**src/include/repeater_cfg_pkg.sv**
```systemverilog
/*
  Constants, encodings and register map of the repeater configuration control block.
  Assumes that four-level strap pads are resolved outside into two-bit level codes.
*/
package repeater_cfg_pkg;

  // Four-level strap codes as delivered by the pad comparators.
  localparam logic [1:0] LVL_0 = 2'h0;
  localparam logic [1:0] LVL_R = 2'h1;
  localparam logic [1:0] LVL_F = 2'h2;
  localparam logic [1:0] LVL_1 = 2'h3;

  typedef enum logic [1:0] {MODE_PIN = 2'b00, MODE_SLAVE = 2'b01, MODE_MASTER = 2'b10} mode_t;
  typedef enum logic [2:0] {
    LD_IDLE = 3'b000, LD_START = 3'b001, LD_BIT = 3'b010,
    LD_STOP = 3'b011, LD_PASS = 3'b100, LD_FAIL = 3'b101
  } ld_t;

  // Bit positions of the synchronised pin vector.
  localparam int P_SDA = 0;
  localparam int P_SCL = 1;
  localparam int P_AD2 = 2;
  localparam int P_THR = 3;
  localparam int P_SWB = 5;
  localparam int P_SWA = 9;
  localparam int P_EQB = 13;
  localparam int P_EQA = 15;
  localparam int P_MODE = 17;
  localparam int SYNC_W = 19;

  // Register byte offsets.
  localparam int ADDR_W = 8;
  localparam logic [7:0] ADDR_STATUS = 8'h00;
  localparam logic [7:0] ADDR_LANE_EQ = 8'h04;
  localparam logic [7:0] ADDR_CTRL = 8'h08;
  localparam logic [7:0] ADDR_LANE_SWING = 8'h0c;
  localparam logic [7:0] ADDR_IRQ_STATUS = 8'h10;
  localparam logic [7:0] ADDR_IRQ_MASK = 8'h14;
  localparam logic [7:0] ADDR_SLAVE_ADDR = 8'h18;
  localparam int CTRL_EQ_OVR = 0;
  localparam int CTRL_SWING_OVR = 1;
  localparam int CTRL_SIGDET_RB = 2;
  localparam int IRQ_LOAD_PASS = 0;
  localparam int IRQ_LOAD_FAIL = 1;
  localparam int IRQ_BUS_EDGE = 2;
  localparam logic [1:0] RESP_OKAY = 2'h0;
  localparam logic [1:0] RESP_SLVERR = 2'h2;
  localparam logic [1:0] RESP_DECERR = 2'h3;
  localparam logic [15:0] EQ_RESET = 16'h0000;
  localparam logic [31:0] SWING_RESET = 32'h0000_0000;
  localparam logic [1:0] THR_DEFAULT = LVL_F;

  // EEPROM image: signature, two equalizer bytes, four swing bytes.
  localparam logic [7:0] EE_WR_CMD = 8'ha0;
  localparam logic [7:0] EE_RD_CMD = 8'ha1;
  localparam logic [7:0] EE_START_WORD = 8'h00;
  localparam logic [3:0] STEP_FIRST_RD = 4'h3;
  localparam logic [3:0] STEP_LAST = 4'h9;
  localparam logic [1:0] BOOT_WAIT = 2'h3;

  localparam int CLK_PERIOD_NS = 100;
  localparam int SCL_PERIOD_NS = 800;
  localparam int SCL_QTR_CYC = SCL_PERIOD_NS / (4 * CLK_PERIOD_NS);

  function automatic mode_t mode_decode(input logic [1:0] lvl);
    if (lvl == LVL_1) return MODE_SLAVE;
    if (lvl == LVL_F) return MODE_MASTER;
    return MODE_PIN;
  endfunction

endpackage

```
**src/verilog/repeater_config_mode_control.sv**
```systemverilog
/*
  Configuration control of an eight-lane repeater: strap mode decode, pin-mode settings,
  EEPROM loader acting as SMBus master, and AXI4-Lite register access.
  Assumes straps are static after reset and an EEPROM answers at the standard address.
*/
// Implementation choices: the address map and the AXI4-Lite interface to the registers.
// Operation
// - Strap high slave, float master, low pin
// - EEPROM load runs with no software help
// - Drive SCL only while loading EEPROM
// - Low load request starts the EEPROM load
// - Load request pin keeps its function afterwards
// - Failed load hangs, refuses access, status high
// - Load status high until load has passed
// - Pin mode: one EQ level per group; with CTRL_EQ_OVR set, pin mode takes per-lane EQ from the register instead
// - SMBus modes: per-lane registers, EQ B is address
// - Swing B straps become address bits zero, one
// - Swing A straps become SCL and SDA
// - Slave address comes from four address pins
// - Threshold strap sets detect threshold only; in master mode it is the load request and the threshold stays at THR_DEFAULT
`timescale 1ns/100ps
module repeater_config_mode_control
  import repeater_cfg_pkg::*;
#(
  parameter logic [7:0] SIGNATURE = 8'h5a, // Arbitrary image marker.
  parameter int QTR_CYC = SCL_QTR_CYC
) (
  input wire logic clk_in,
  input wire logic arst_n_in,
  input wire logic [1:0] config_mode_select_in,
  input wire logic [1:0] eq_level_group_a_in,
  input wire logic [1:0] eq_level_group_b_in,
  input wire logic [3:0] swing_group_a_in,
  input wire logic [3:0] swing_group_b_in,
  input wire logic [1:0] detect_threshold_sel_in,
  input wire logic address_pin_two_in,
  input wire logic scl_in,
  output logic scl_out,
  output logic scl_oe_n_out,
  input wire logic sda_in,
  output logic sda_out,
  output logic sda_oe_n_out,
  output logic [1:0] mode_out,
  output logic load_status_out,
  output logic smbus_enable_out,
  output logic [3:0] slave_address_pins_out,
  output logic [15:0] eq_lane_out,
  output logic [31:0] swing_lane_out,
  output logic [1:0] detect_threshold_out,
  output logic sigdet_readback_en_out,
  output logic irq_out,
  input wire logic [ADDR_W-1:0] awaddr_in,
  input wire logic awvalid_in,
  output logic awready_out,
  input wire logic [31:0] wdata_in,
  input wire logic [3:0] wstrb_in,
  input wire logic wvalid_in,
  output logic wready_out,
  output logic [1:0] bresp_out,
  output logic bvalid_out,
  input wire logic bready_in,
  input wire logic [ADDR_W-1:0] araddr_in,
  input wire logic arvalid_in,
  output logic arready_out,
  output logic [31:0] rdata_out,
  output logic [1:0] rresp_out,
  output logic rvalid_out,
  input wire logic rready_in
);

  if (QTR_CYC < 1 || QTR_CYC > 255) begin : g_bad_qtr
    $error("QTR_CYC must lie between 1 and 255");
  end

  typedef struct packed {
    logic [SYNC_W-1:0] s1;
    logic [SYNC_W-1:0] s2;
    logic scl_prev;
    logic [1:0] boot_cnt;
    logic sampled;
    mode_t mode;
    ld_t ld;
    logic [7:0] div;
    logic [1:0] qtr;
    logic [3:0] bitn;
    logic [3:0] step;
    logic [7:0] sh;
    logic scl_low;
    logic sda_low;
    logic [15:0] eq_reg;
    logic [31:0] sw_reg;
    logic [2:0] ctrl;
    logic [2:0] irq_st;
    logic [2:0] irq_mask;
    logic aw_held;
    logic w_held;
    logic [ADDR_W-1:0] awaddr;
    logic [31:0] wdata;
    logic [3:0] wstrb;
    logic awready;
    logic wready;
    logic bvalid;
    logic [1:0] bresp;
    logic arready;
    logic rvalid;
    logic [1:0] rresp;
    logic [31:0] rdata;
    logic [15:0] eq_out;
    logic [31:0] sw_out;
    logic [3:0] addr_out;
    logic [1:0] thr_out;
    logic load_status;
    logic smb_en;
    logic irq;
  } state_t;

  state_t q_ff;
  state_t nxt_q;
  logic [1:0] rst_sync_ff;
  logic rst_n;

  ////////////////////////////////////////////////////////////////////////////////
  // Reset release and register stage.

  always_ff @(posedge clk_in or negedge arst_n_in) begin
    if (!arst_n_in) begin
      rst_sync_ff <= 2'h0;
    end else begin
      rst_sync_ff <= {rst_sync_ff[0], 1'b1};
    end
  end
  assign rst_n = rst_sync_ff[1];

  always_ff @(posedge clk_in or negedge rst_n) begin
    if (!rst_n) begin
      q_ff <= '{mode: MODE_PIN, ld: LD_IDLE, eq_reg: EQ_RESET, sw_reg: SWING_RESET,
                thr_out: THR_DEFAULT, load_status: 1'b1, default: '0};
    end else begin
      q_ff <= nxt_q;
    end
  end

  ////////////////////////////////////////////////////////////////////////////////
  // Next-state logic.

  always_comb begin
    logic tick;
    logic rd;
    logic ack_ph;
    logic sda_s;
    logic refused;
    logic [2:0] irq_clr;
    logic [2:0] ev;
    logic [31:0] merged;
    int idx;
    nxt_q = q_ff;
    tick = (q_ff.div == 8'(QTR_CYC - 1));
    rd = (q_ff.step >= STEP_FIRST_RD);
    ack_ph = (q_ff.bitn == 4'h8);
    sda_s = q_ff.s2[P_SDA];
    refused = 1'b0;
    irq_clr = 3'h0;
    ev = 3'h0;
    merged = 32'h0;
    idx = int'(q_ff.step) - int'(STEP_FIRST_RD);
    nxt_q.s1 = {config_mode_select_in, eq_level_group_a_in, eq_level_group_b_in,
                swing_group_a_in, swing_group_b_in, detect_threshold_sel_in,
                address_pin_two_in, scl_in, sda_in};
    nxt_q.s2 = q_ff.s1;
    nxt_q.scl_prev = q_ff.s2[P_SCL];
    // The wait lets the pin synchronisers fill before the mode is latched for good.
    if (!q_ff.sampled) begin
      nxt_q.boot_cnt = q_ff.boot_cnt + 2'h1;
      if (q_ff.boot_cnt == BOOT_WAIT) begin
        nxt_q.sampled = 1'b1;
        nxt_q.mode = mode_decode(q_ff.s2[P_MODE +: 2]);
      end
    end

    // EEPROM loader: four clock quarters per SCL bit.
    if (q_ff.ld inside {LD_START, LD_BIT, LD_STOP}) begin
      nxt_q.div = tick ? 8'h0 : q_ff.div + 8'h1;
      if (tick) nxt_q.qtr = q_ff.qtr + 2'h1;
    end else begin
      nxt_q.div = 8'h0;
      nxt_q.qtr = 2'h0;
    end
    unique case (q_ff.ld)
      LD_IDLE: begin
        nxt_q.scl_low = 1'b0;
        nxt_q.sda_low = 1'b0;
        if (q_ff.sampled && q_ff.mode == MODE_MASTER && q_ff.s2[P_THR +: 2] == LVL_0) begin
          nxt_q.ld = LD_START;
          nxt_q.step = 4'h0;
        end
      end
      LD_START: if (tick) begin
        unique case (q_ff.qtr)
          2'h0: nxt_q.sda_low = 1'b0;
          2'h1: nxt_q.scl_low = 1'b0;
          2'h2: nxt_q.sda_low = 1'b1;
          2'h3: begin
            nxt_q.scl_low = 1'b1;
            nxt_q.ld = LD_BIT;
            nxt_q.bitn = 4'h0;
            nxt_q.sh = (q_ff.step == 4'h0) ? EE_WR_CMD : EE_RD_CMD;
          end
        endcase
      end
      LD_BIT: if (tick) begin
        unique case (q_ff.qtr)
          2'h0: nxt_q.sda_low = ack_ph ? (rd && q_ff.step != STEP_LAST) : (!rd && !q_ff.sh[7]);
          2'h1: nxt_q.scl_low = 1'b0;
          2'h2: begin
            if (ack_ph) begin
              if (!rd) nxt_q.sh[0] = sda_s;
            end else begin
              nxt_q.sh = {q_ff.sh[6:0], rd & sda_s};
            end
          end
          2'h3: begin
            nxt_q.scl_low = 1'b1;
            nxt_q.bitn = ack_ph ? 4'h0 : q_ff.bitn + 4'h1;
            if (ack_ph) begin
              nxt_q.step = q_ff.step + 4'h1;
              if (!rd && q_ff.sh[0]) begin
                nxt_q.ld = LD_FAIL;
              end else if (rd && idx == 0 && q_ff.sh != SIGNATURE) begin
                nxt_q.ld = LD_FAIL;
              end else begin
                if (rd && idx >= 1 && idx <= 2) nxt_q.eq_reg[8 * (idx - 1) +: 8] = q_ff.sh;
                if (rd && idx >= 3) nxt_q.sw_reg[8 * (idx - 3) +: 8] = q_ff.sh;
                if (q_ff.step == STEP_LAST) nxt_q.ld = LD_STOP;
                else if (q_ff.step == 4'h1) nxt_q.ld = LD_START;
                else nxt_q.sh = (q_ff.step == 4'h0) ? EE_START_WORD : 8'h00;
              end
            end
          end
        endcase
      end
      LD_STOP: if (tick) begin
        unique case (q_ff.qtr)
          2'h0: nxt_q.sda_low = 1'b1;
          2'h1: nxt_q.scl_low = 1'b0;
          2'h2: nxt_q.sda_low = 1'b0;
          2'h3: nxt_q.ld = LD_PASS;
        endcase
      end
      LD_PASS, LD_FAIL: begin
        // Lines go back to inputs; a failed load is never retried.
        nxt_q.scl_low = 1'b0;
        nxt_q.sda_low = 1'b0;
      end
      default: nxt_q.ld = LD_FAIL;
    endcase

    refused = (q_ff.mode == MODE_MASTER) && (q_ff.ld != LD_PASS);

    // AXI4-Lite write path: address and data are taken in either order.
    if (awvalid_in && q_ff.awready) begin
      nxt_q.aw_held = 1'b1;
      nxt_q.awaddr = awaddr_in;
    end
    if (wvalid_in && q_ff.wready) begin
      nxt_q.w_held = 1'b1;
      nxt_q.wdata = wdata_in;
      nxt_q.wstrb = wstrb_in;
    end
    if (q_ff.bvalid && bready_in) nxt_q.bvalid = 1'b0;
    if (q_ff.aw_held && q_ff.w_held && !q_ff.bvalid) begin
      nxt_q.aw_held = 1'b0;
      nxt_q.w_held = 1'b0;
      nxt_q.bvalid = 1'b1;
      nxt_q.bresp = RESP_OKAY;
      for (int b = 0; b < 4; b++) begin
        merged[8 * b +: 8] = q_ff.wstrb[b] ? q_ff.wdata[8 * b +: 8] : 8'h00;
      end
      unique case (q_ff.awaddr)
        ADDR_STATUS, ADDR_SLAVE_ADDR: nxt_q.bresp = RESP_OKAY;
        ADDR_LANE_EQ, ADDR_CTRL, ADDR_LANE_SWING: begin
          if (refused) begin
            nxt_q.bresp = RESP_SLVERR;
          end else begin
            for (int b = 0; b < 4; b++) begin
              if (q_ff.wstrb[b] && q_ff.awaddr == ADDR_LANE_SWING)
                nxt_q.sw_reg[8 * b +: 8] = merged[8 * b +: 8];
              if (q_ff.wstrb[b] && b < 2 && q_ff.awaddr == ADDR_LANE_EQ)
                nxt_q.eq_reg[8 * b +: 8] = merged[8 * b +: 8];
            end
            if (q_ff.awaddr == ADDR_CTRL && q_ff.wstrb[0]) nxt_q.ctrl = merged[2:0];
          end
        end
        ADDR_IRQ_STATUS: irq_clr = merged[2:0];
        ADDR_IRQ_MASK: if (q_ff.wstrb[0]) nxt_q.irq_mask = merged[2:0];
        default: nxt_q.bresp = RESP_DECERR;
      endcase
    end
    nxt_q.awready = !nxt_q.aw_held && !nxt_q.bvalid;
    nxt_q.wready = !nxt_q.w_held && !nxt_q.bvalid;

    // AXI4-Lite read path.
    if (q_ff.rvalid && rready_in) nxt_q.rvalid = 1'b0;
    if (arvalid_in && q_ff.arready) begin
      nxt_q.rvalid = 1'b1;
      nxt_q.rresp = RESP_OKAY;
      nxt_q.rdata = 32'h0;
      unique case (araddr_in)
        ADDR_STATUS: nxt_q.rdata = {25'h0, q_ff.smb_en, q_ff.ld, q_ff.load_status, q_ff.mode};
        ADDR_LANE_EQ: if (refused) nxt_q.rresp = RESP_SLVERR; else nxt_q.rdata = {16'h0, q_ff.eq_reg};
        ADDR_CTRL: if (refused) nxt_q.rresp = RESP_SLVERR; else nxt_q.rdata = {29'h0, q_ff.ctrl};
        ADDR_LANE_SWING: if (refused) nxt_q.rresp = RESP_SLVERR; else nxt_q.rdata = q_ff.sw_reg;
        ADDR_IRQ_STATUS: nxt_q.rdata = {29'h0, q_ff.irq_st};
        ADDR_IRQ_MASK: nxt_q.rdata = {29'h0, q_ff.irq_mask};
        ADDR_SLAVE_ADDR: nxt_q.rdata = {28'h0, q_ff.addr_out};
        default: nxt_q.rresp = RESP_DECERR;
      endcase
    end
    nxt_q.arready = !nxt_q.rvalid;

    // Pin functions follow the latched mode only.
    if (q_ff.mode == MODE_PIN) begin
      nxt_q.eq_out = q_ff.ctrl[CTRL_EQ_OVR] ? q_ff.eq_reg :
                     {{4{q_ff.s2[P_EQB +: 2]}}, {4{q_ff.s2[P_EQA +: 2]}}};
      nxt_q.sw_out = q_ff.ctrl[CTRL_SWING_OVR] ? q_ff.sw_reg :
                     {{4{q_ff.s2[P_SWB +: 4]}}, {4{q_ff.s2[P_SWA +: 4]}}};
      nxt_q.addr_out = 4'h0;
    end else begin
      nxt_q.eq_out = q_ff.eq_reg;
      nxt_q.sw_out = q_ff.sw_reg;
      nxt_q.addr_out = {q_ff.s2[P_EQB +: 2] == LVL_1, q_ff.s2[P_AD2],
                        q_ff.s2[P_SWB] , q_ff.s2[P_SWB + 2]};
    end
    // The threshold feeds only the detect status; in master mode the pin stays load request.
    nxt_q.thr_out = (q_ff.mode == MODE_MASTER) ? THR_DEFAULT : q_ff.s2[P_THR +: 2];
    nxt_q.load_status = (q_ff.mode == MODE_MASTER) ? (nxt_q.ld != LD_PASS) : !q_ff.sampled;
    nxt_q.smb_en = q_ff.sampled && q_ff.mode != MODE_PIN && !refused;

    // Sticky events; a new event outweighs a clear in the same cycle.
    ev[IRQ_LOAD_PASS] = q_ff.ld != LD_PASS && nxt_q.ld == LD_PASS;
    ev[IRQ_LOAD_FAIL] = q_ff.ld != LD_FAIL && nxt_q.ld == LD_FAIL;
    ev[IRQ_BUS_EDGE] = q_ff.smb_en && q_ff.s2[P_SCL] && !q_ff.scl_prev;
    nxt_q.irq_st = (q_ff.irq_st & ~irq_clr) | ev;
    nxt_q.irq = |(nxt_q.irq_st & nxt_q.irq_mask);
  end

  ////////////////////////////////////////////////////////////////////////////////
  // Outputs.

  assign scl_out = 1'b0;
  assign sda_out = 1'b0;
  assign scl_oe_n_out = !q_ff.scl_low;
  assign sda_oe_n_out = !q_ff.sda_low;
  assign mode_out = q_ff.mode;
  assign load_status_out = q_ff.load_status;
  assign smbus_enable_out = q_ff.smb_en;
  assign slave_address_pins_out = q_ff.addr_out;
  assign eq_lane_out = q_ff.eq_out;
  assign swing_lane_out = q_ff.sw_out;
  assign detect_threshold_out = q_ff.thr_out;
  assign sigdet_readback_en_out = q_ff.ctrl[CTRL_SIGDET_RB];
  assign irq_out = q_ff.irq;
  assign awready_out = q_ff.awready;
  assign wready_out = q_ff.wready;
  assign bvalid_out = q_ff.bvalid;
  assign bresp_out = q_ff.bresp;
  assign arready_out = q_ff.arready;
  assign rvalid_out = q_ff.rvalid;
  assign rresp_out = q_ff.rresp;
  assign rdata_out = q_ff.rdata;
endmodule

```
**config.mk**
```make
export PLATFORM = sky130hd
export DESIGN_NAME = repeater_config_mode_control
export DESIGN_NICKNAME = d
export VERILOG_FILES = /design/src/include/repeater_cfg_pkg.sv /design/src/verilog/repeater_config_mode_control.sv
export SDC_FILE = /design/constraint.sdc
export NUM_CORES = 1
export LEC_CHECK = 0
export ABC_AREA = 1
export ABC_CLOCK_PERIOD_IN_PS = 7510
export BUFFER_PORTS_ARGS = -buffer_cell sky130_fd_sc_hd__buf_2
export CAP_MARGIN = 30
export CORE_MARGIN = 2
export CORE_UTILIZATION = 44
export CTS_CLUSTER_DIAMETER = 150
export DETAILED_ROUTE_END_ITERATION = 10
export PLACE_DENSITY = 0.66
export RECOVER_POWER = 25
export SYNTH_ARGS = -nofsm -noshare
export SYNTH_HDL_FRONTEND = slang
export SYNTH_SLANG_ARGS = --single-unit
```
**constraint.sdc**
```tcl
create_clock -name clk_in -period 7.51 [get_ports clk_in]
set_input_delay 0.3755 -clock clk_in [delete_from_list [all_inputs] [get_ports clk_in]]
set_output_delay 0.3755 -clock clk_in [all_outputs]
set_load 0.005 [all_outputs]
```
After elaboration in Yosys (flattened, before gate mapping):

Index checks and enable logic that the tools add are counted.

* bits in registers: 278
* input port bits: 78
* logic and storage cells: 299

* add/subtract/negate cells: 10
* magnitude comparators: 4
* equality and inequality tests: 56
* shift operators: 4
* muxes and demuxes: 104
* bitwise logic cells: 7
* reductions and logical operators: 73

Operators with widths (count)
* 48-bit two-way mux: 5
* 32-bit case mux with 7 select lines: 1
* 51-bit two-way mux: 3
* 8-bit two-way mux: 17
* 32-bit two-way mux: 3
* 66-bit two-way mux: 1
* 9-bit negator with 33-bit output: 2
* 3-bit two-way mux: 21
* 52-bit two-way mux: 1
* 8-bit by 5-bit equality test with 1-bit output, second input constant: 6
* 16-bit two-way mux: 3
* 35-bit two-way mux: 1
* 1-bit logical AND: 33
* 8-bit by 33-bit variable shift with 16-bit output, first input constant: 1
* 8-bit by 33-bit variable shift with 32-bit output, first input constant: 1
* 8-bit by 33-bit variable part select with 16-bit output: 1
* 8-bit by 33-bit variable part select with 32-bit output: 1
* 32-bit bitwise mux: 1
* 8-bit by 4-bit equality test with 1-bit output, second input constant: 4
* 32-bit logical NOT: 1
* 8-bit case mux with 2 select lines: 2
* 3-bit != test, second input constant: 9
* 11-bit AND reduction: 2
* 10-bit two-way mux: 2
* 56 further kinds: 136

Logic depth before layout (Yosys ltp):

Gate-level depths: netlist (run 1).

* depth after elaboration: 16
* gate-level depth with buffers: 24
* mapped depth without buffers: 23

Least setup slack after synthesis (run 1):

Ideal clock, no wire load.

* kind: register -> register
* from: register q_ff[211] (netlist name)
* to: register q_ff[161] (netlist name)
* setup time: 120 ps
* arrival time: 3155 ps
* path slack: 4236 ps
* stages on the path, launching flop included: 22
* buffers on the path: 2
* clock period less this slack: 3274 ps
* cells stage by stage: dfrtp_1 > buf_6 > inv_2 > ha_1 > inv_1 > nor2_1 > nor2_2 > nand2_1 > nand2_2 > nand3_1 > ha_1 > nor4_1 > nand2_1 > nor2_1 > nand3_1 > nor2_4 > nand2_2 > nor2_4 > buf_6 > o211ai_1 > o21ai_0 > inv_1

RTL lines
* start, declared: line repeater_config_mode_control.sv:117 `state_t q_ff;`
* start signal, assigned: line repeater_config_mode_control.sv:136 `q_ff <= '{mode: MODE_PIN, ld: LD_IDLE, eq_reg: EQ_RESET, sw_reg: SWING_RESET,`
* start signal, assigned: line repeater_config_mode_control.sv:139 `q_ff <= nxt_q;`

==> flow_metrics.tcl, run 1 <==
set metrics [dict create \
    antenna_left 0 \
    switchingPower_mw 1.26 \
    fin_skew_ps 27.3 \
    fmax_mhz 210 \
    die_h_um 178 \
    power_frac_comb_pct 16.8 \
    setup-tns-final_ps 0 \
    slew_headroom_pct -160 \
    hold_class "input port to register" \
    drt-pass1-iter-count 5 \
    final.min_clock_period_ps 4770 \
    met3_usage_pct 3.50 \
    met1_usage_pct 31.7 \
    io_pins 183 \
    post-cts-setup-buffers 0 \
    fin_area_mm2 0.0153 \
    ir_drop_v 0.000163 \
    whs_endpoint "q_ff[140]$_DFFE_PN0P_" \
    critPathMaxStageDelay_ps 2720 \
    drc_errors 0 \
    cp_cell_sequence "clkbuf_4 > clkbuf_1" \
    cts-htree-levels 1 \
    clkPwrFrac_pct 37.4 \
    min_path_cells 3 \
    worst_pin_slew_ps 3910 \
    p_int_mw 2.83 \
    gr-usage-met2_pct 36.1 \
    maxCapViolCount 1 \
    vias 10800 \
    gr-max-usage-layer "met2" \
    antenna_found_initial 1 \
    grt_pass1_wl_um 56000 \
    p_leak_nw 7.56 \
    outcome "complete, but fails checks" \
    clkTransAtPathRegs_ps 60 \
    start_util_pct 44.9 \
    core_area_mm2 0.0298 \
    slew_viol_final 76 \
    wl_um 35700 \
    final_cell_mix "nand2_1, dfrtp_1, inv_1" \
    min_period_over_period_pct 63.5 \
    post_dp_cell_area_mm2 0.0140 \
    area_delta_synth_final_pct 14.1 \
    placementRows 63 \
    die_w_um 178 \
    grt_use_total_pct 22.5 \
    synth.top_cell.area_share_pct 51.6 \
    die-area_mm2 0.0318 \
    stdcell_count 2075 \
    required_ps 7280 \
    first_global_vias 10400 \
    cts-root-buf "clkbuf_16" \
    critPathMaxFanout 75 \
    dpl.hpwl_um 26600 \
    cp-end-kind "async pin" \
    violations "capacitance limit, slew limit" \
    crit_slowest_cell "clkbuf_1" \
    synth_top_area_cell "dfrtp_1" \
    synth_edf_count 0 \
    rr_worst_depth 2 \
    arrival_ps 4540 \
    yosys_warnings 0 \
    nNetsFinal 1769 \
    post_drt_wl_per_cell_um 17.2 \
    power_density_mw_per_mm2 268 \
    drive_above_1_share_pct 17.7 \
    p_seq_share_pct 45.8 \
    cts_buffers 30 \
    ff2ff_setup_slack_ps 2740 \
    placedCellCount 1994 \
    hold_violations 0 \
    async_reset_ff_share_pct 100 \
    final_util_pct 51.2 \
    grt_setup_unrepaired "no" \
    switching_share_pct 30.7 \
    final_common_cell "nand2_1" \
    portBuffers 180 \
    ys_seq_area_share_pct 52.0 \
    cts_tree "done" \
    finalPower_mw 4.09 \
    synth_seq_cells 278 \
    syn_inst 1546 \
    r2r-end "swing_lane_out[27]$_DFF_PN0_" \
    viasPerCell 5.19 \
    startpoint_type "register" \
    cts.sinks 278 \
    grt-ovfl-total 0 \
    clk_latency_ps 580 \
    drtIter0Drc 946 \
    r2r-start "rst_sync_ff[1]$_DFF_PN0_" \
    critPathKind "register to async pin" \
    synth_ff_type "dfrtp_1" \
    synth_area_leaders "dfrtp_1, nand2_1, o21ai_0" \
    min-delay-start "awaddr_in[6]" \
    synth_cell_types 53 \
    setup_viol 0 \
    gp_congestion 0.929 \
    synth.cell_area_mm2 0.0134 \
    grt_start_max_net_pins 182 \
    avgSynthCellArea_um2 8.66 \
    clk_path_buf_depth 3 \
]
==> how the worst max path moves through the flow <==
stage | depth (start not counted) | to | from
2_1_floorplan | 0 | arready_out$_DFF_PN0_ | rst_sync_ff[1]$_DFF_PN0_
3_3_place_gp | 19 | q_ff[164]$_DFF_PN0_ | q_ff[211]$_DFFE_PN0P_
3_5_place_dp | 19 | q_ff[164]$_DFF_PN0_ | q_ff[211]$_DFFE_PN0P_
4_1_cts | 19 | q_ff[164]$_DFF_PN0_ | q_ff[211]$_DFFE_PN0P_
5_1_grt | 2 | swing_lane_out[23]$_DFF_PN0_ | rst_sync_ff[1]$_DFF_PN0_
6_report | 2 | swing_lane_out[27]$_DFF_PN0_ | rst_sync_ff[1]$_DFF_PN0_
==> power by group through the flow <==
stage	clock, mW	combinational (mW)	sequential, mW
floorplan	0	0.470	1.86
global placement	0	0.654	1.89
detailed placement	0	0.670	1.89
CTS	1.55	0.685	1.87
global route	1.62	0.792	1.90
finish	1.53	0.686	1.87
==> logic make-up (layout without fill, tap and decap cells) <==
kind of cell	Yosys count	after routing	share of synthesized area, %
and+or+nand+nor	635	635	21.1
buffers and inverters	320	457	12.0
DFF	278	278	52.0
AOI/OAI and AO/OA	277	277	11.8
adders and majority gates	29	29	2.71
xor gates and xnor gates	3	3	0.196
other	2	4	0.0561
muxes	2	2	0.150
==> critical path: cells and delay by family, from the launching register on <==
| kind | cells | cell delay [ps] |
|---|---|---|
| flip-flops | 1 | 910 |
| buffers and inverters | 2 | 3010 |
==> per-stage QoR <==
stage,hold slack (ps),setup slack (ps)
after floorplan,79.9,2960
final,12.4,2740
after global routing,11.0,1660
after detailed placement,163,3310
after global placement,161,3440
after CTS,2.02,3260
==> routing by layer <==
| layer | up-vias | share of wire [%] |
|---|---|---|
| met3 | 56 | 6.9 |
| met1 | 5159 | 44 |
| li1 | 5171 | - |
| met5 | - | 0 |
| met2 | 382 | 46 |
| met4 | 0 | 2.7 |
==> synth_stat cells, types with 3 or more instances <==
library cell,number
buf_2,4
a31oi_1,6
nor2_4,9
inv_1,181
nor3b_1,3
nand3b_1,7
o221ai_1,11
o22ai_1,10
nand2_4,4
nor3_1,22
o21ai_1,13
a22oi_1,4
o211ai_1,16
nor3_2,3
inv_2,8
buf_4,94
buf_6,5
nand2_1,353
o21ai_0,147
nand2_2,21
dfrtp_1,276
nand4_1,18
o31ai_1,8
ha_1,29
nor2_2,4
a21oi_1,47
nor4_1,10
clkbuf_1,26
nand3_1,58
xnor2_1,3
nor2_1,115
==> repair_timing <==
item | in CTS | in global routing
gates resized for setup | 0 | 0
hold buffers | 24 | 0
hold endpoints to repair | 25 | 0
==> final cells by class <==
type                    instances  area, µm²
fillers                      2784      14500
inverters                     191        723
diodes                          1       2.50
clock buffers                  34        786
multi-input cells             949       4830
flip-flops and latches        278       6960
repair buffers                212       1220
clock inverters                20        254
well taps                     390        488
==> sequential cells by signal, summed over array words and instances (netlist names), 4 cells and up <==
register / flops
rdata_out: 32
nxt_q: 20
eq_lane_out: 16
swing_lane_out: 32
slave_address_pins_out: 4
q_ff: 155
No activity file was read; power rests on OpenSTA's default activity.
==> inputs of run 2 (changes only) <==
ABC_CLOCK_PERIOD_IN_PS = 4400   (was 7510)
PLACE_DENSITY = unset   (was 0.66)
clock period = 4.4 ns   (was 7.51 ns; I/O delays follow)
==> run 2 against run 1 <==
  * The run still ends with capacitance limit, slew limit left
  * Register-to-register slack got worse by 2100 ps
  * Die area stayed put
  * Combinational power increased by 73%
  * Largest cell class unchanged
==> flow_metrics.tcl, run 2 (same netlist as run 1, synthesis figures left out) <==
set metrics [dict create \
    cts-root-buf "clkbuf_16" \
    crit_slowest_cell "dfrtp_1" \
    min_period_over_period_pct 85.0 \
    cts-htree-levels 1 \
    die_h_um 178 \
    ff2ff_setup_slack_ps 660 \
    placementRows 63 \
    critPathKind "register to register" \
    r2r-start "q_ff[211]$_DFFE_PN0P_" \
    area_delta_synth_final_pct 16.0 \
    critPathMaxStageDelay_ps 630 \
    drc_errors 0 \
    cp_cell_sequence "inv_2 > ha_1 > inv_1 > nor2_1 > nor2_2 > a21oi_1 > ha_1 > nor4_1 > nand2_1 > nor2_1 > nand3_1 > nor2_4 > nand2_2 > nor2_4 > o21ai_1 > o211ai_1 > o21ai_1" \
    io_pins 183 \
    final.min_clock_period_ps 3740 \
    nNetsFinal 1814 \
    top_register "q_ff" \
    setup-tns-final_ps 0 \
    whs_endpoint "q_ff[135]$_DFFE_PN0P_" \
    fin_skew_ps 16.5 \
    grt_pass1_wl_um 56700 \
    final_common_cell "nand2_1" \
    slew_headroom_pct -122 \
    min-delay-start "awvalid_in" \
    n_fill_cell 2781 \
    drtIter0Drc 796 \
    wl_um 36100 \
    grt_setup_unrepaired "no" \
    drive_above_1_share_pct 17.1 \
    core_area_mm2 0.0298 \
    cts_tree "done" \
    required_ps 4810 \
    power_density_mw_per_mm2 431 \
    portBuffers 180 \
    final_util_pct 52.1 \
    post-place-ws_ps 692 \
    r2r-end "q_ff[183]$_DFF_PN0_" \
    die-area_mm2 0.0318 \
    final_cell_mix "nand2_1, dfrtp_1, buf_2" \
    slew_viol_final 278 \
    cp-end-kind "register" \
    violations "capacitance limit, slew limit" \
    arrival_ps 4150 \
    startpoint_type "register" \
    dpl.hpwl_um 26800 \
    ir_drop_v 0.000314 \
    vias 10800 \
    antenna_left 0 \
    drt-pass1-iter-count 5 \
    cts_buffers 29 \
    p_leak_nw 7.69 \
    clkTransAtPathRegs_ps 60 \
    maxCapViolCount 2 \
    clk_latency_ps 550 \
    setup_viol 0 \
    fin_ws_ps 661 \
    grt_use_total_pct 22.8 \
    finalPower_mw 6.69 \
    fmax_mhz 267 \
    first_global_vias 10400 \
    viasPerCell 5.12 \
    grt_start_max_net_pins 143 \
    critPathMaxFanout 12 \
    clk_path_buf_depth 3 \
    outcome "complete, but fails checks" \
    die_w_um 178 \
    start_util_pct 44.9 \
    min_path_cells 4 \
    rr_worst_depth 17 \
    grt-ovfl-total 0 \
    cts.sinks 278 \
    antenna_found_initial 1 \
    hold_violations 0 \
    worst_pin_slew_ps 3330 \
    gp_congestion 0.892 \
    largest_register_ffs 155 \
    post_drt_wl_per_cell_um 17.1 \
    hold_class "input port to register" \
]
run 2: changes by cell type in the layout (fill, tap and decap cells not counted), moves of 2 or more:
cell	change
clkinvlp_4	-7
dlygate4sd3_1	+43
bufinv_16	-3
clkbuf_8	+2
inv_6	-2
buf_4	+3
buf_2	+6
run 2: cell type report:
class / instances / area, µm² / area share, %
diodes: 1 / 2.50 / 0.0161
clock buffers: 40 / 807 / 5.20
clock inverters: 7 / 63.8 / 0.411
inverters: 191 / 723 / 4.66
multi-input cells: 949 / 4830 / 31.1
flip-flops and latches: 278 / 6960 / 44.9
well taps: 390 / 488 / 3.14
repair buffers: 258 / 1640 / 10.6
run 2: power by group:
part	leakage (nW)	total, mW	switching [mW]	internal (mW)
sequential	3.40	3.20	0.281	2.92
combinational	3.86	1.19	0.795	0.396
clock	0.433	2.29	0.971	1.32
total	7.69	6.69	2.05	4.64
run 2: routing by layer:
layer / vias up / routed length, µm / GRT usage (%)
li1: 5248 / - / -
met1: 5156 / 16100 / 31.9
met2: 351 / 16800 / 37.0
met3: 67 / 2190 / 3.24
met4: 0 / 1020 / 6.47
met5: - / 0 / 0
run 2: what timing repair did:
item / in CTS / in global routing
endpoints found under the hold margin: 68 / 0
setup buffers: 0 / 0
gates resized for setup: 0 / 0
hold buffers: 67 / 0
run 2: worst max path at each step:
stage / end / start
after floorplan: q_ff[161]$_DFF_PN0_ / q_ff[211]$_DFFE_PN0P_
after global placement: q_ff[164]$_DFF_PN0_ / q_ff[211]$_DFFE_PN0P_
after detailed placement: q_ff[183]$_DFF_PN0_ / q_ff[211]$_DFFE_PN0P_
after CTS: q_ff[164]$_DFF_PN0_ / q_ff[211]$_DFFE_PN0P_
after global routing: swing_lane_out[10]$_DFF_PN0_ / rst_sync_ff[1]$_DFF_PN0_
final: q_ff[183]$_DFF_PN0_ / q_ff[211]$_DFFE_PN0P_
run 2: critical path, delay by kind of cell, from the launching register on:
family	cells	cell delay, ps
compound gates	4	770
fa+ha+maj	2	670
buf+inv	2	200
flops	1	630
simple gates	9	1340
run 2: metrics by stage:
step / hold WS (ps) / area, µm² / instances
floorplan: -75.6 / 13400 / 1547
global placement: 7.02 / 14000 / 1998
detailed placement: 7.32 / 14000 / 1999
CTS: 37.6 / 15500 / 2113
global route: 108 / 15500 / 2113
finish: 51.7 / 15500 / 2114
==> inputs of run 3 (changes only) <==
ABC_CLOCK_PERIOD_IN_PS = 3600   (was 4400)
clock period = 3.6 ns   (was 4.4 ns; I/O delays follow)
==> run 3 against run 2 <==
  * The run still ends with capacitance limit, slew limit left
  * Non-clock buffer count grew 22
  * Sequential power rose by 22%
  * Power up 30%
  * Via count grew 0.91%
  * Clock power up 44%
  * Cell count rose by 1.4%
  * Sequential share of layout area decreased by 1.2 points
  * First-iteration DRC count grew 3.0%
  * Die area did not move
  * Register-to-register slack lost 400 ps
  * Largest power group unchanged
  * Highest routed layer unchanged
==> flow_metrics.tcl, run 3 (same netlist as run 1, synthesis figures left out) <==
set metrics [dict create \
    outcome "complete, but fails checks" \
    violations "capacitance limit, slew limit" \
    diodes 0 \
    grt_use_total_pct 23.2 \
    clk_latency_ps 560 \
    cts-root-buf "clkbuf_16" \
    whs_endpoint "q_ff[141]$_DFFE_PN0P_" \
    power_frac_comb_pct 17.1 \
    area_delta_synth_final_pct 19.0 \
    fmax_mhz 300 \
    final_common_cell "nand2_1" \
    start_util_pct 44.9 \
    min_period_over_period_pct 92.7 \
    gr-max-usage-layer "met2" \
    drtIter0Drc 820 \
    cts.sinks 278 \
    finalPower_mw 8.70 \
    n_fill_cell 2791 \
    grt_setup_unrepaired "yes" \
    wl_um 36800 \
    min-delay-start "awvalid_in" \
    slew_headroom_pct -12.6 \
    final_util_pct 53.4 \
    cp_cell_sequence "inv_2 > ha_1 > inv_1 > buf_4 > nand3_1 > nand2_1 > nand2_2 > nor2_4 > nand2_2 > ha_1 > inv_1 > nand4_1 > nor3_1 > nand4_1 > o21ai_4 > nand2_1 > inv_2 > nand2_4 > nand2_1 > nand2_1 > o21ai_0" \
    io_pins 183 \
    clk_path_buf_depth 3 \
    gr-usage-met2_pct 37.9 \
    hold_violations 0 \
    maxCapViolCount 1 \
    startpoint_type "register" \
    dpl.hpwl_um 26800 \
    grt-ovfl-total 0 \
    arrival_ps 3790 \
    die_w_um 178 \
    largest_register_ffs 155 \
    nNetsFinal 1837 \
    clkPwrFrac_pct 38.0 \
    critPathMaxStageDelay_ps 410 \
    rr_worst_depth 21 \
    crit_slowest_cell "dfrtp_1" \
    setup_viol 0 \
    p_int_mw 6.11 \
    final.min_clock_period_ps 3340 \
    final_cell_mix "nand2_1, dfrtp_1, inv_1" \
    cp-end-kind "register" \
    drt-pass1-iter-count 5 \
    portBuffers 180 \
    switchingPower_mw 2.59 \
    slew_viol_final 41 \
    core_area_mm2 0.0298 \
    vias 10900 \
    clkTransAtPathRegs_ps 60 \
    placementRows 63 \
    p_seq_share_pct 44.9 \
    switching_share_pct 29.8 \
    fin_skew_ps 25.0 \
    met1_usage_pct 32.4 \
    drc_errors 0 \
    cts-htree-levels 1 \
    first_global_vias 10700 \
    power_density_mw_per_mm2 546 \
    die_h_um 178 \
    die-area_mm2 0.0318 \
    antenna_found_initial 0 \
    ir_drop_v 0.000520 \
    cts_tree "done" \
    antenna_left 0 \
    cts_buffers 30 \
    required_ps 4060 \
    viasPerCell 5.09 \
    worst_pin_slew_ps 1690 \
    post_drt_wl_per_cell_um 17.2 \
    critPathKind "register to register" \
    grt_start_max_net_pins 99 \
    grt_pass1_wl_um 57900 \
    critPathMaxFanout 14 \
    ff2ff_setup_slack_ps 260 \
    met3_usage_pct 3.58 \
    top_register "q_ff" \
    gp_congestion 0.918 \
    crit_top_cell "nand2_1" \
    r2r-end "q_ff[188]$_DFF_PN0_" \
    drive_above_1_share_pct 16.8 \
    p_leak_nw 7.80 \
    r2r-start "q_ff[211]$_DFFE_PN0P_" \
    hold_class "input port to register" \
    min_path_cells 4 \
]
## run 3: changes by cell type in the layout (fill, tap and decap cells not counted), sizes merged
cell,before,now
clkinvlp,0,2
diode,1,0
clkbuf,42,76
buf,189,173
bufinv,1,6
clkinv,7,9
dlygate4sd3,67,71
## run 3: how the worst max path moves through the flow
stage | startpoint | end | cells after the start
floorplan | q_ff[211]$_DFFE_PN0P_ | q_ff[161]$_DFF_PN0_ | 21
detailed placement | q_ff[212]$_DFFE_PN0P_ | q_ff[200]$_DFF_PN0_ | 18
CTS | q_ff[212]$_DFFE_PN0P_ | q_ff[200]$_DFF_PN0_ | 18
finish | q_ff[211]$_DFFE_PN0P_ | q_ff[188]$_DFF_PN0_ | 21
global route | q_ff[212]$_DFFE_PN0P_ | q_ff[166]$_DFF_PN0_ | 21
global placement | q_ff[212]$_DFFE_PN0P_ | q_ff[183]$_DFF_PN0_ | 17
## run 3: final cells by class
| cell class | count | area [µm²] | area share (%) |
|---|---|---|---|
| timing repair buffer | 280 | 1800 | 11.3 |
| clock inverter | 16 | 254 | 1.60 |
| inverter | 191 | 723 | 4.54 |
| multi-input combinational | 949 | 4880 | 30.6 |
| tap | 390 | 488 | 3.06 |
| sequential | 278 | 6960 | 43.7 |
| clock buffer | 40 | 818 | 5.14 |
## run 3: metal layers
layer | routed length (µm) | share of wire [%]
met3 | 2240 | 6.1
met2 | 17100 | 46
met5 | 0 | 0
met1 | 16400 | 45
met4 | 1050 | 2.8
## run 3: through the flow
step	hold slack, ps	setup slack [ps]	instances	instance area, µm²	TNS [ps]
final	26.2	264	2144	15900	0
after global routing	42.3	-39.5	2144	15900	-253
after CTS	12.9	43.3	2139	15900	0
after detailed placement	-30.1	52.9	2012	14100	0
after global placement	-33.2	128	2012	14100	0
after floorplan	-116	326	1547	13400	0
## run 3: power groups by stage
stage / Clock [mW] / Sequential, mW / Combinational (mW)
floorplan: 0 / 3.87 / 0.981
finish: 3.30 / 3.90 / 1.49
detailed placement: 0 / 3.95 / 1.40
global placement: 0 / 3.95 / 1.38
global route: 3.50 / 3.95 / 1.71
CTS: 3.36 / 3.90 / 1.50
## run 3: repair_timing
item | 4_1_cts | 5_1_grt
setup buffers | 0 | 5
hold endpoints to repair | 69 | 0
hold buffers | 71 | 0
resized for setup | 0 | 14
setup endpoints to repair | 0 | 45
## run 3: worst max-delay path: cells and delay by family, from the launching register on
family | cells | cell delay (ps)
flops | 1 | 410
compound gates | 2 | 400
fa+ha+maj | 2 | 600
simple gates | 12 | 1330
buf+inv | 5 | 510
